[src/common/ssc_pkg.sv]
package ssc_pkg;

   // Bus geometry
   localparam int          SSC_AXI_AW       = 10;
   localparam int          SSC_AXI_DW       = 32;

   // Register indices; byte address is four times the index
   localparam logic [7:0]  SSC_IDX_SLEEP    = 8'h16;
   localparam logic [7:0]  SSC_IDX_ACPI     = 8'h17;
   localparam logic [7:0]  SSC_IDX_PM1_STS  = 8'h18;
   localparam logic [7:0]  SSC_IDX_PM1_EN   = 8'h19;
   localparam logic [7:0]  SSC_IDX_PM1_CNT  = 8'h1A;
   localparam logic [7:0]  SSC_IDX_STATE    = 8'h1B;

   // sleep_state_config fields
   localparam int          SSC_LOCK_BIT     = 7;
   localparam int          SSC_SRC_SEL_BIT  = 2;
   localparam int          SSC_SUPPLY_BIT   = 1;
   localparam int          SSC_HIB_SEL_BIT  = 0;
   localparam logic [7:0]  SSC_SLEEP_MASK   = 8'h07;
   localparam logic [7:0]  SSC_SLEEP_RST    = 8'h00;

   // acpi_event_config fields
   localparam int          SSC_PULSE_MODE_BIT = 7;
   localparam int          SSC_ALARM_GATE_BIT = 2;
   localparam int          SSC_SLEEP_GATE_BIT = 1;
   localparam int          SSC_POWER_GATE_BIT = 0;
   localparam logic [7:0]  SSC_ACPI_MASK    = 8'h87;
   localparam logic [7:0]  SSC_ACPI_RST     = 8'h00;

   // PM1 status and enable high fields: power, sleep, alarm
   localparam logic [2:0]  SSC_EVT_MASK     = 3'h7;
   localparam logic [2:0]  SSC_EVT_RST      = 3'h0;

   // PM1 control high sleep type field
   localparam int          SSC_TYPE_LSB     = 2;
   localparam logic [2:0]  SSC_TYPE_RST     = 3'h0;

   // Bus responses
   localparam logic [1:0]  SSC_RESP_OKAY    = 2'h0;
   localparam logic [1:0]  SSC_RESP_SLVERR  = 2'h2;

   // Power button output pulse length, cycles
   localparam int          SSC_PULSE_CYCLES = 4;
   localparam logic [7:0]  SSC_CNT_ZERO     = 8'h00;

endpackage : ssc_pkg

[src/rtl/ssc_sleep_config.sv]
// Decided for this implementation: the AXI4-Lite slave port.
`timescale 1ns/100ps
// How it works
// - Sleep source: type field or external inputs
// - Main supply off in suspend unless bit set
// - Hibernate joins suspend or soft-off group
// - Lock makes sleep config read-only until reset/unlock
// - Hardware reset clears ACPI configuration register
// - Alarm gate zero holds alarm status/enable
// - Sleep gate zero holds sleep button bits
module ssc_sleep_config
   import ssc_pkg::*;
#(
   parameter int         PULSE_CYCLES   = ssc_pkg::SSC_PULSE_CYCLES,
   parameter logic [2:0] SUSPEND_CODE   = 3'h1,
   parameter logic [2:0] HIBERNATE_CODE = 3'h2,
   parameter logic [2:0] SOFT_OFF_CODE  = 3'h3
)
(
   // Clock and reset
   input  wire logic                             aclk,
   input  wire logic                             aresetn,
   // AXI4-Lite write address
   input  wire logic [ssc_pkg::SSC_AXI_AW-1:0]   s_axi_awaddr,
   input  wire logic [2:0]                       s_axi_awprot,
   input  wire logic                             s_axi_awvalid,
   output logic                                  s_axi_awready,
   // AXI4-Lite write data
   input  wire logic [ssc_pkg::SSC_AXI_DW-1:0]   s_axi_wdata,
   input  wire logic [3:0]                       s_axi_wstrb,
   input  wire logic                             s_axi_wvalid,
   output logic                                  s_axi_wready,
   // AXI4-Lite write response
   output logic [1:0]                            s_axi_bresp,
   output logic                                  s_axi_bvalid,
   input  wire logic                             s_axi_bready,
   // AXI4-Lite read address
   input  wire logic [ssc_pkg::SSC_AXI_AW-1:0]   s_axi_araddr,
   input  wire logic [2:0]                       s_axi_arprot,
   input  wire logic                             s_axi_arvalid,
   output logic                                  s_axi_arready,
   // AXI4-Lite read data
   output logic [ssc_pkg::SSC_AXI_DW-1:0]        s_axi_rdata,
   output logic [1:0]                            s_axi_rresp,
   output logic                                  s_axi_rvalid,
   input  wire logic                             s_axi_rready,
   // External sleep state inputs
   input  wire logic                             external_suspend_ram_input,
   input  wire logic                             external_soft_off_input,
   // Event sources
   input  wire logic                             alarm_event,
   input  wire logic                             sleep_button_event,
   input  wire logic                             power_button_event,
   input  wire logic                             wake_event,
   input  wire logic                             power_button_input,
   input  wire logic                             crowbar_condition,
   input  wire logic                             unlock_request,
   // Power control outputs
   output logic                                  power_button_output,
   output logic                                  main_supply_on,
   output logic                                  suspend_ram_group,
   output logic                                  soft_off_group
);
   import ssc_pkg::*;

   function automatic logic idx_mapped(input logic [SSC_AXI_AW-1:0] addr);
      logic [7:0] idx;
      idx = addr[SSC_AXI_AW-1:2];
      idx_mapped = (idx >= SSC_IDX_SLEEP) && (idx <= SSC_IDX_STATE);
   endfunction : idx_mapped

   localparam logic [7:0] PULSE_LOAD = 8'(PULSE_CYCLES);

   // Bus state
   logic                     aw_got_r,  aw_got_nxt;
   logic [SSC_AXI_AW-1:0]    aw_addr_r, aw_addr_nxt;
   logic                     w_got_r,   w_got_nxt;
   logic [7:0]               w_byte_r,  w_byte_nxt;
   logic                     w_lane_r,  w_lane_nxt;
   logic                     bvalid_r,  bvalid_nxt;
   logic [1:0]               bresp_r,   bresp_nxt;
   logic                     rvalid_r,  rvalid_nxt;
   logic [1:0]               rresp_r,   rresp_nxt;
   logic [SSC_AXI_DW-1:0]    rdata_r,   rdata_nxt;

   // Register state
   logic [7:0]               sleep_cfg_r, sleep_cfg_nxt;
   logic [7:0]               acpi_event_config_r,  acpi_event_config_nxt;
   logic [2:0]               sts_r,       sts_nxt;
   logic [2:0]               en_r,        en_nxt;
   logic [2:0]               type_r,      type_nxt;

   // Power state
   logic                     suspend_r,   suspend_nxt;
   logic                     soft_off_r,  soft_off_nxt;
   logic                     supply_r,    supply_nxt;
   logic                     btn_prev_r,  btn_prev_nxt;
   logic [7:0]               pulse_cnt_r, pulse_cnt_nxt;
   logic                     pulse_r,     pulse_nxt;

   // Combinational helpers
   logic                     aw_hs, w_hs, ar_hs;
   logic                     have_aw, have_w, do_write;
   logic [SSC_AXI_AW-1:0]    wr_addr;
   logic [7:0]               wr_idx, wr_byte;
   logic                     wr_lane;
   logic [2:0]               gate;
   logic [2:0]               evt_in;
   logic                     wake_any;
   logic                     trigger;
   logic [7:0]               rd_byte;

   assign s_axi_awready = !aw_got_r && !bvalid_r;
   assign s_axi_wready  = !w_got_r && !bvalid_r;
   assign s_axi_arready = !rvalid_r;
   assign s_axi_bvalid  = bvalid_r;
   assign s_axi_bresp   = bresp_r;
   assign s_axi_rvalid  = rvalid_r;
   assign s_axi_rresp   = rresp_r;
   assign s_axi_rdata   = rdata_r;

   assign power_button_output = pulse_r;
   assign main_supply_on      = supply_r;
   assign suspend_ram_group   = suspend_r;
   assign soft_off_group      = soft_off_r;

   // Bus handshake and write path
   always_comb
   begin
      aw_hs      = s_axi_awvalid && s_axi_awready;
      w_hs       = s_axi_wvalid && s_axi_wready;
      ar_hs      = s_axi_arvalid && s_axi_arready;
      have_aw    = aw_got_r || aw_hs;
      have_w     = w_got_r || w_hs;
      do_write   = have_aw && have_w;
      wr_addr    = aw_got_r ? aw_addr_r : s_axi_awaddr;
      wr_byte    = w_got_r ? w_byte_r : s_axi_wdata[7:0];
      wr_lane    = w_got_r ? w_lane_r : s_axi_wstrb[0];
      wr_idx     = wr_addr[SSC_AXI_AW-1:2];
      aw_addr_nxt = aw_hs ? s_axi_awaddr : aw_addr_r;
      w_byte_nxt  = w_hs ? s_axi_wdata[7:0] : w_byte_r;
      w_lane_nxt  = w_hs ? s_axi_wstrb[0] : w_lane_r;
      aw_got_nxt = have_aw && !do_write;
      w_got_nxt  = have_w && !do_write;
      bvalid_nxt = bvalid_r;
      bresp_nxt  = bresp_r;
      if (bvalid_r && s_axi_bready)
      begin
         bvalid_nxt = 1'b0;
      end
      if (do_write)
      begin
         bvalid_nxt = 1'b1;
         bresp_nxt  = idx_mapped(wr_addr) ? SSC_RESP_OKAY : SSC_RESP_SLVERR;
      end
   end

   // Configuration and event registers
   always_comb
   begin
      sleep_cfg_nxt = sleep_cfg_r;
      acpi_event_config_nxt  = acpi_event_config_r;
      en_nxt        = en_r;
      type_nxt      = type_r;
      sts_nxt       = sts_r;
      gate          = {acpi_event_config_r[SSC_ALARM_GATE_BIT], acpi_event_config_r[SSC_SLEEP_GATE_BIT],
                       acpi_event_config_r[SSC_POWER_GATE_BIT]};
      evt_in        = {alarm_event, sleep_button_event, power_button_event};
      if (do_write && wr_lane)
      begin
         case (wr_idx)
            SSC_IDX_SLEEP:
            begin
               // Lock covers itself, so a locked register stays as it is
               if (!sleep_cfg_r[SSC_LOCK_BIT])
               begin
                  sleep_cfg_nxt = (wr_byte & SSC_SLEEP_MASK)
                                | {wr_byte[SSC_LOCK_BIT], 7'h00};
               end
            end
            SSC_IDX_ACPI:    acpi_event_config_nxt = wr_byte & SSC_ACPI_MASK;
            SSC_IDX_PM1_STS: sts_nxt      = sts_r & ~wr_byte[2:0];
            SSC_IDX_PM1_EN:  en_nxt       = wr_byte[2:0] & SSC_EVT_MASK;
            SSC_IDX_PM1_CNT: type_nxt     = wr_byte[SSC_TYPE_LSB +: 3];
            default:         sleep_cfg_nxt = sleep_cfg_r;
         endcase
      end
      // Explicit unlock releases the lock
      if (unlock_request)
      begin
         sleep_cfg_nxt[SSC_LOCK_BIT] = 1'b0;
      end
      // Set wins over a same-cycle clear
      sts_nxt = sts_nxt | evt_in;
      // Closed gates pin status and enable at zero
      sts_nxt = sts_nxt & gate;
      en_nxt  = en_nxt & gate;
   end

   // Sleep group and supply decode
   always_comb
   begin
      if (!sleep_cfg_r[SSC_SRC_SEL_BIT])
      begin
         suspend_nxt  = (type_r == SUSPEND_CODE)
                      || ((type_r == HIBERNATE_CODE) && sleep_cfg_r[SSC_HIB_SEL_BIT]);
         soft_off_nxt = (type_r == SOFT_OFF_CODE)
                      || ((type_r == HIBERNATE_CODE) && !sleep_cfg_r[SSC_HIB_SEL_BIT]);
      end
      else
      begin
         // External controller gives no separate hibernate indication
         suspend_nxt  = external_suspend_ram_input;
         soft_off_nxt = external_soft_off_input;
      end
      supply_nxt = !soft_off_nxt
                 && !(suspend_nxt && !sleep_cfg_r[SSC_SUPPLY_BIT]);
   end

   // Power button output pulse
   always_comb
   begin
      btn_prev_nxt  = power_button_input;
      wake_any      = wake_event || (|(evt_in & gate & en_r));
      trigger       = (power_button_input && !btn_prev_r) || crowbar_condition
                    || (!acpi_event_config_r[SSC_PULSE_MODE_BIT] && wake_any);
      pulse_cnt_nxt = pulse_cnt_r;
      if (trigger)
      begin
         pulse_cnt_nxt = PULSE_LOAD;
      end
      else if (pulse_cnt_r != SSC_CNT_ZERO)
      begin
         pulse_cnt_nxt = pulse_cnt_r - 8'h01;
      end
      pulse_nxt = (pulse_cnt_nxt != SSC_CNT_ZERO);
   end

   // Read path
   always_comb
   begin
      case (s_axi_araddr[SSC_AXI_AW-1:2])
         SSC_IDX_SLEEP:   rd_byte = sleep_cfg_r;
         SSC_IDX_ACPI:    rd_byte = acpi_event_config_r;
         SSC_IDX_PM1_STS: rd_byte = {5'h00, sts_r};
         SSC_IDX_PM1_EN:  rd_byte = {5'h00, en_r};
         SSC_IDX_PM1_CNT: rd_byte = {3'h0, type_r, 2'h0};
         SSC_IDX_STATE:   rd_byte = {5'h00, supply_r, soft_off_r, suspend_r};
         default:         rd_byte = 8'h00;
      endcase
      rvalid_nxt = rvalid_r;
      rresp_nxt  = rresp_r;
      rdata_nxt  = rdata_r;
      if (rvalid_r && s_axi_rready)
      begin
         rvalid_nxt = 1'b0;
      end
      if (ar_hs)
      begin
         rvalid_nxt = 1'b1;
         rdata_nxt  = {24'h000000, rd_byte};
         rresp_nxt  = idx_mapped(s_axi_araddr) ? SSC_RESP_OKAY : SSC_RESP_SLVERR;
      end
   end

   // Bus registers
   always_ff @(posedge aclk)
   begin
      if (!aresetn)
      begin
         aw_got_r  <= 1'b0;
         aw_addr_r <= '0;
         w_got_r   <= 1'b0;
         w_byte_r  <= 8'h00;
         w_lane_r  <= 1'b0;
         bvalid_r  <= 1'b0;
         bresp_r   <= SSC_RESP_OKAY;
         rvalid_r  <= 1'b0;
         rresp_r   <= SSC_RESP_OKAY;
         rdata_r   <= 32'h00000000;
      end
      else
      begin
         aw_got_r  <= aw_got_nxt;
         aw_addr_r <= aw_addr_nxt;
         w_got_r   <= w_got_nxt;
         w_byte_r  <= w_byte_nxt;
         w_lane_r  <= w_lane_nxt;
         bvalid_r  <= bvalid_nxt;
         bresp_r   <= bresp_nxt;
         rvalid_r  <= rvalid_nxt;
         rresp_r   <= rresp_nxt;
         rdata_r   <= rdata_nxt;
      end
   end

   // Block registers
   always_ff @(posedge aclk)
   begin
      if (!aresetn)
      begin
         sleep_cfg_r <= SSC_SLEEP_RST;
         acpi_event_config_r  <= SSC_ACPI_RST;
         sts_r       <= SSC_EVT_RST;
         en_r        <= SSC_EVT_RST;
         type_r      <= SSC_TYPE_RST;
         suspend_r   <= 1'b0;
         soft_off_r  <= 1'b0;
         supply_r    <= 1'b1;
         btn_prev_r  <= 1'b0;
         pulse_cnt_r <= SSC_CNT_ZERO;
         pulse_r     <= 1'b0;
      end
      else
      begin
         sleep_cfg_r <= sleep_cfg_nxt;
         acpi_event_config_r  <= acpi_event_config_nxt;
         sts_r       <= sts_nxt;
         en_r        <= en_nxt;
         type_r      <= type_nxt;
         suspend_r   <= suspend_nxt;
         soft_off_r  <= soft_off_nxt;
         supply_r    <= supply_nxt;
         btn_prev_r  <= btn_prev_nxt;
         pulse_cnt_r <= pulse_cnt_nxt;
         pulse_r     <= pulse_nxt;
      end
   end

endmodule : ssc_sleep_config

[config.mk]
export PLATFORM = sky130hd
export DESIGN_NAME = ssc_sleep_config
export DESIGN_NICKNAME = d
export VERILOG_FILES = /design/src/common/ssc_pkg.sv /design/src/rtl/ssc_sleep_config.sv
export SDC_FILE = /design/constraint.sdc
export NUM_CORES = 1
export LEC_CHECK = 0
export BUFFER_PORTS_ARGS = -buffer_cell sky130_fd_sc_hd__buf_2
export CAP_MARGIN = 40
export CELL_PAD_IN_SITES_DETAIL_PLACEMENT = 0
export CELL_PAD_IN_SITES_GLOBAL_PLACEMENT = 1
export CORE_MARGIN = 2
export CORE_UTILIZATION = 35
export CTS_CLUSTER_DIAMETER = 40
export DETAILED_ROUTE_END_ITERATION = 8
export PLACE_DENSITY = 0.8
export SYNTH_ARGS = -nofsm -noshare
export SYNTH_HDL_FRONTEND = slang
export SYNTH_SLANG_ARGS = --single-unit
[constraint.sdc]
create_clock -name aclk -period 2.5 [get_ports aclk]
set_input_delay 0.25 -clock aclk [delete_from_list [all_inputs] [get_ports aclk]]
set_output_delay 0.25 -clock aclk [all_outputs]
set_load 0.03 [all_outputs]
==> summary.txt <==
Outcome
  – Status: completed

Timing
  – Slew Limit Headroom: 60.9%
  – Clock Skews: 0.00745 ns
  – RSZ-0062 raised after global routing: false
  – Final setup vio count: 0
  – Post-layout minimum cycle time: 2.19 ns
  – Setup_tns: 0 ns
  – Period utilization: 87.6%
  – Hold Violations, Final: 0
  – Slew @ Worst Pin: about 0.59 ns
  – Final hold slack: 0.0888 ns
  – F_max: between 400 and 500 MHz
  – Slew Viols, Final: 0

Synth
  – Syn Area/Cell: about 9.7 um2
  – Synthesis Warnings: 0
  – Fraction of registers with async set/reset: 0%
  – Synth top area cells: dfxtp_1, mux2i_1, buf_4, nor2_1, nand2_1
  – Count of different cell masters after synthesis: just under 70
  – Post-synthesis sequential area ratio: a little under two fifths
  – Post-synth top area cell: dfxtp_1
  – Primary FF master, synth: dfxtp_1
  – Synth Instances: 317
  – Synthesis-stage register bit count: 57
  – Post-synth top area share: between 30% and 40%
  – Post-synth EDFFs: 0
  – Synthesized area: 0.00306 mm2

Worst setup path
  – Critical path buffers and inverters: 0
  – Crit path depth: 4
  – Crit path capture: sts_r[1]
  – Worst reg2reg path startpoint: aw_got_r
  – R2R depth: 4
  – R2R Setup Slk: between 0.3 and 0.4 ns
  – Kind of critical path: register to register
  – Crit path launch type: register
  – Critical path arrival: ~2.4 ns
  – Setup crit start: aw_got_r
  – Slowest-stage cell, CP: dfxtp_1
  – Crit path cell chain: mux2i_1, nor4b_4, and2_1, a311oi_2
  – Critical path fanouts, max: 15
  – Critical R2R Capture: sts_r[1]
  – CP Capture Type: register
  – WP data required: approximately 2.7 ns
  – Critical path's top delay family: simple AND/OR/NAND/NOR gates
  – Critical Path Max Stage Delay: 0.67 ns

Power
  – Pwr/cell area: 626 mW/mm2
  – Leakage Power: ~0.0015 uW
  – IR Drop Worst-Case VDD: between 0.2 and 0.3 mV

Clocking
  – Post-CTS Setup Bufs: 0
  – CTS tree: done
  – Clock transition at the registers of the reported paths: ~0.060 ns
  – Total CTS buffers: 9
  – Clock tree buffer depth: 2
  – Post_cts resized: 0
  – CTS root buffer: clkbuf_8
  – H-tree levels: 3
  – CTS Hold Bufs: 0
  – Worst-Skew Late Latency: roughly 0.34 ns
  – Clock sink count: 57

Drt
  – Overall routed net length: 6660 um
  – Drt via density: 4.97
  – Vias: roughly 2400
  – DRC Markers: 0
  – Drt first pass iters: 4
  – ANT nets after route: 0
  – Routed wire length per instance: approximately 14 um
  – Initial DRC Count: 60

GRT
  – First-pass GRT wire length: between 10000 and 15000 um
  – All-Layer GR Usage: 14.3%
  – Vias in the first global route: 2206
  – Gr ovfl total: 0
  – Initial antenna violation count: 0
  – Largest net degree at the start of global routing: 31

Cells and area
  – Layout Cells excl Fill: ~480
  – Area of the multi-input gates: approximately 0.0017 mm2
  – Nets: 450
  – ANT cells: 0
  – Share of layout cells above drive strength 1: 26.5%
  – Sequential Area: 0.00114 mm2
  – Fillcell total: between 800 and 900
  – Area grow syn2layout: 13.5%

Floorplanning
  – Cell Rows: 34
  – Die Ht: a little under 100 um
  – Die X-Extent: between 90 and 100 um
  – I/O pins: approximately 120
  – CORE AREA: 0.00859 mm2
  – Initial Util: 35.7%
  – Die Area: roughly 0.0095 mm2

Placed design
  – Port buffer count: between 50 and 60
  – DP HPWL: between 5000 and 6000 um
  – Placer Congestion: between 0.7 and 0.8
  – Inst Count DP: around 470

Min path
  – Hold WC Path Type: primary input to register

Run
  – Max-Cap Viols: 0
layer usage:
metal  part of all wire, %  up-vias  wire, um  global-route usage (%)
met1                    47     1119      3120                    18.1
met2                    47       63      3100                    22.3
met3                   5.5        5       369                    6.12
met4                  0.95        0        63                    3.53
li1                      -     1210         -                       -
met5                     0        -         0                       0
synth_stat cells (all sizes together) (6+ instances only):
cell / count
nand2: 21
a311oi: 6
inv: 6
nor2: 34
a31oi: 9
clkbuf: 6
dfxtp: 57
a21oi: 10
nor3: 6
mux2i: 37
buf: 36
stage by stage:
step	total power [uW]	instance area, um2	setup WS [ns]	util [%]
global route	2280	3480	0.145	40.5
detailed placement	1390	3300	0.313	38.4
finish	2180	3480	0.311	40.5
CTS	2200	3480	0.308	40.5
global placement	1380	3300	0.351	38.4
floorplan	1330	3170	0.784	-
logic make-up after synthesis:
family | after synthesis | synth area share (%)
AND/OR/NAND/NOR | 110 | 22.0
flip-flops | 57 | 37.2
AO/OA/AOI/OAI | 54 | 14.5
buffers and inverters | 48 | 10.2
multiplexers | 41 | 14.0
XOR/XNOR | 4 | 1.14
adder cells (fa/ha/maj) | 2 | 0.817
other | 1 | 0.122
placed cells by master, fill, tap and decap left out, drive strengths merged, types with 4 or more instances in the layout:
cell type,count
clkbuf,11
nor2b,4
mux2i,37
nor4,4
conb,28
inv,6
o21ai,4
nor3,6
nand3,5
a21oi,10
nand2,21
o211a,4
and2,5
buf,57
dfxtp,57
a311oi,6
nor4b,4
nor2,34
a31oi,9
nand2b,5
report_power, final:
part	internal, uW	switching [uW]	leakage [uW]
Clock	450	359	0.0000929
Combinational	138	247	0.000950
Sequential	945	37.5	0.000465
Total	1530	643	0.00151
flip-flops by register name (all words and copies together), names as in the netlist, 3 cells and up:
signal and count:
pulse_cnt_r 8, sleep_cfg_r 4, type_r 3, acpi_event_config_r 4
sts_r 3, en_r 3, s_axi_rdata 6, w_byte_r 6
aw_addr_r 8
worst min path at each step:
| stage | from | endpoint | slack, ns | cells past startpoint |
|---|---|---|---|---|
| global placement | unlock_request | sleep_cfg_r[7] | 0.44 | 2 |
| detailed placement | unlock_request | sleep_cfg_r[7] | 0.43 | 2 |
| CTS | unlock_request | sleep_cfg_r[7] | 0.07 | 2 |
| floorplan | unlock_request | sleep_cfg_r[7] | 0.33 | 1 |
| finish | unlock_request | sleep_cfg_r[7] | 0.09 | 2 |
| global route | unlock_request | sleep_cfg_r[7] | 0.08 | 2 |
layout make-up:
class	instances	share of cell area, %
Multi-Input combinational cell	239	49.2
Inverter	6	0.647
Clock buffer	11	3.78
Timing Repair Buffer	57	8.35
Tap cell	108	3.88
Sequential cell	57	32.8
Clock inverter	4	1.29
(Power assumes the default switching activity.)
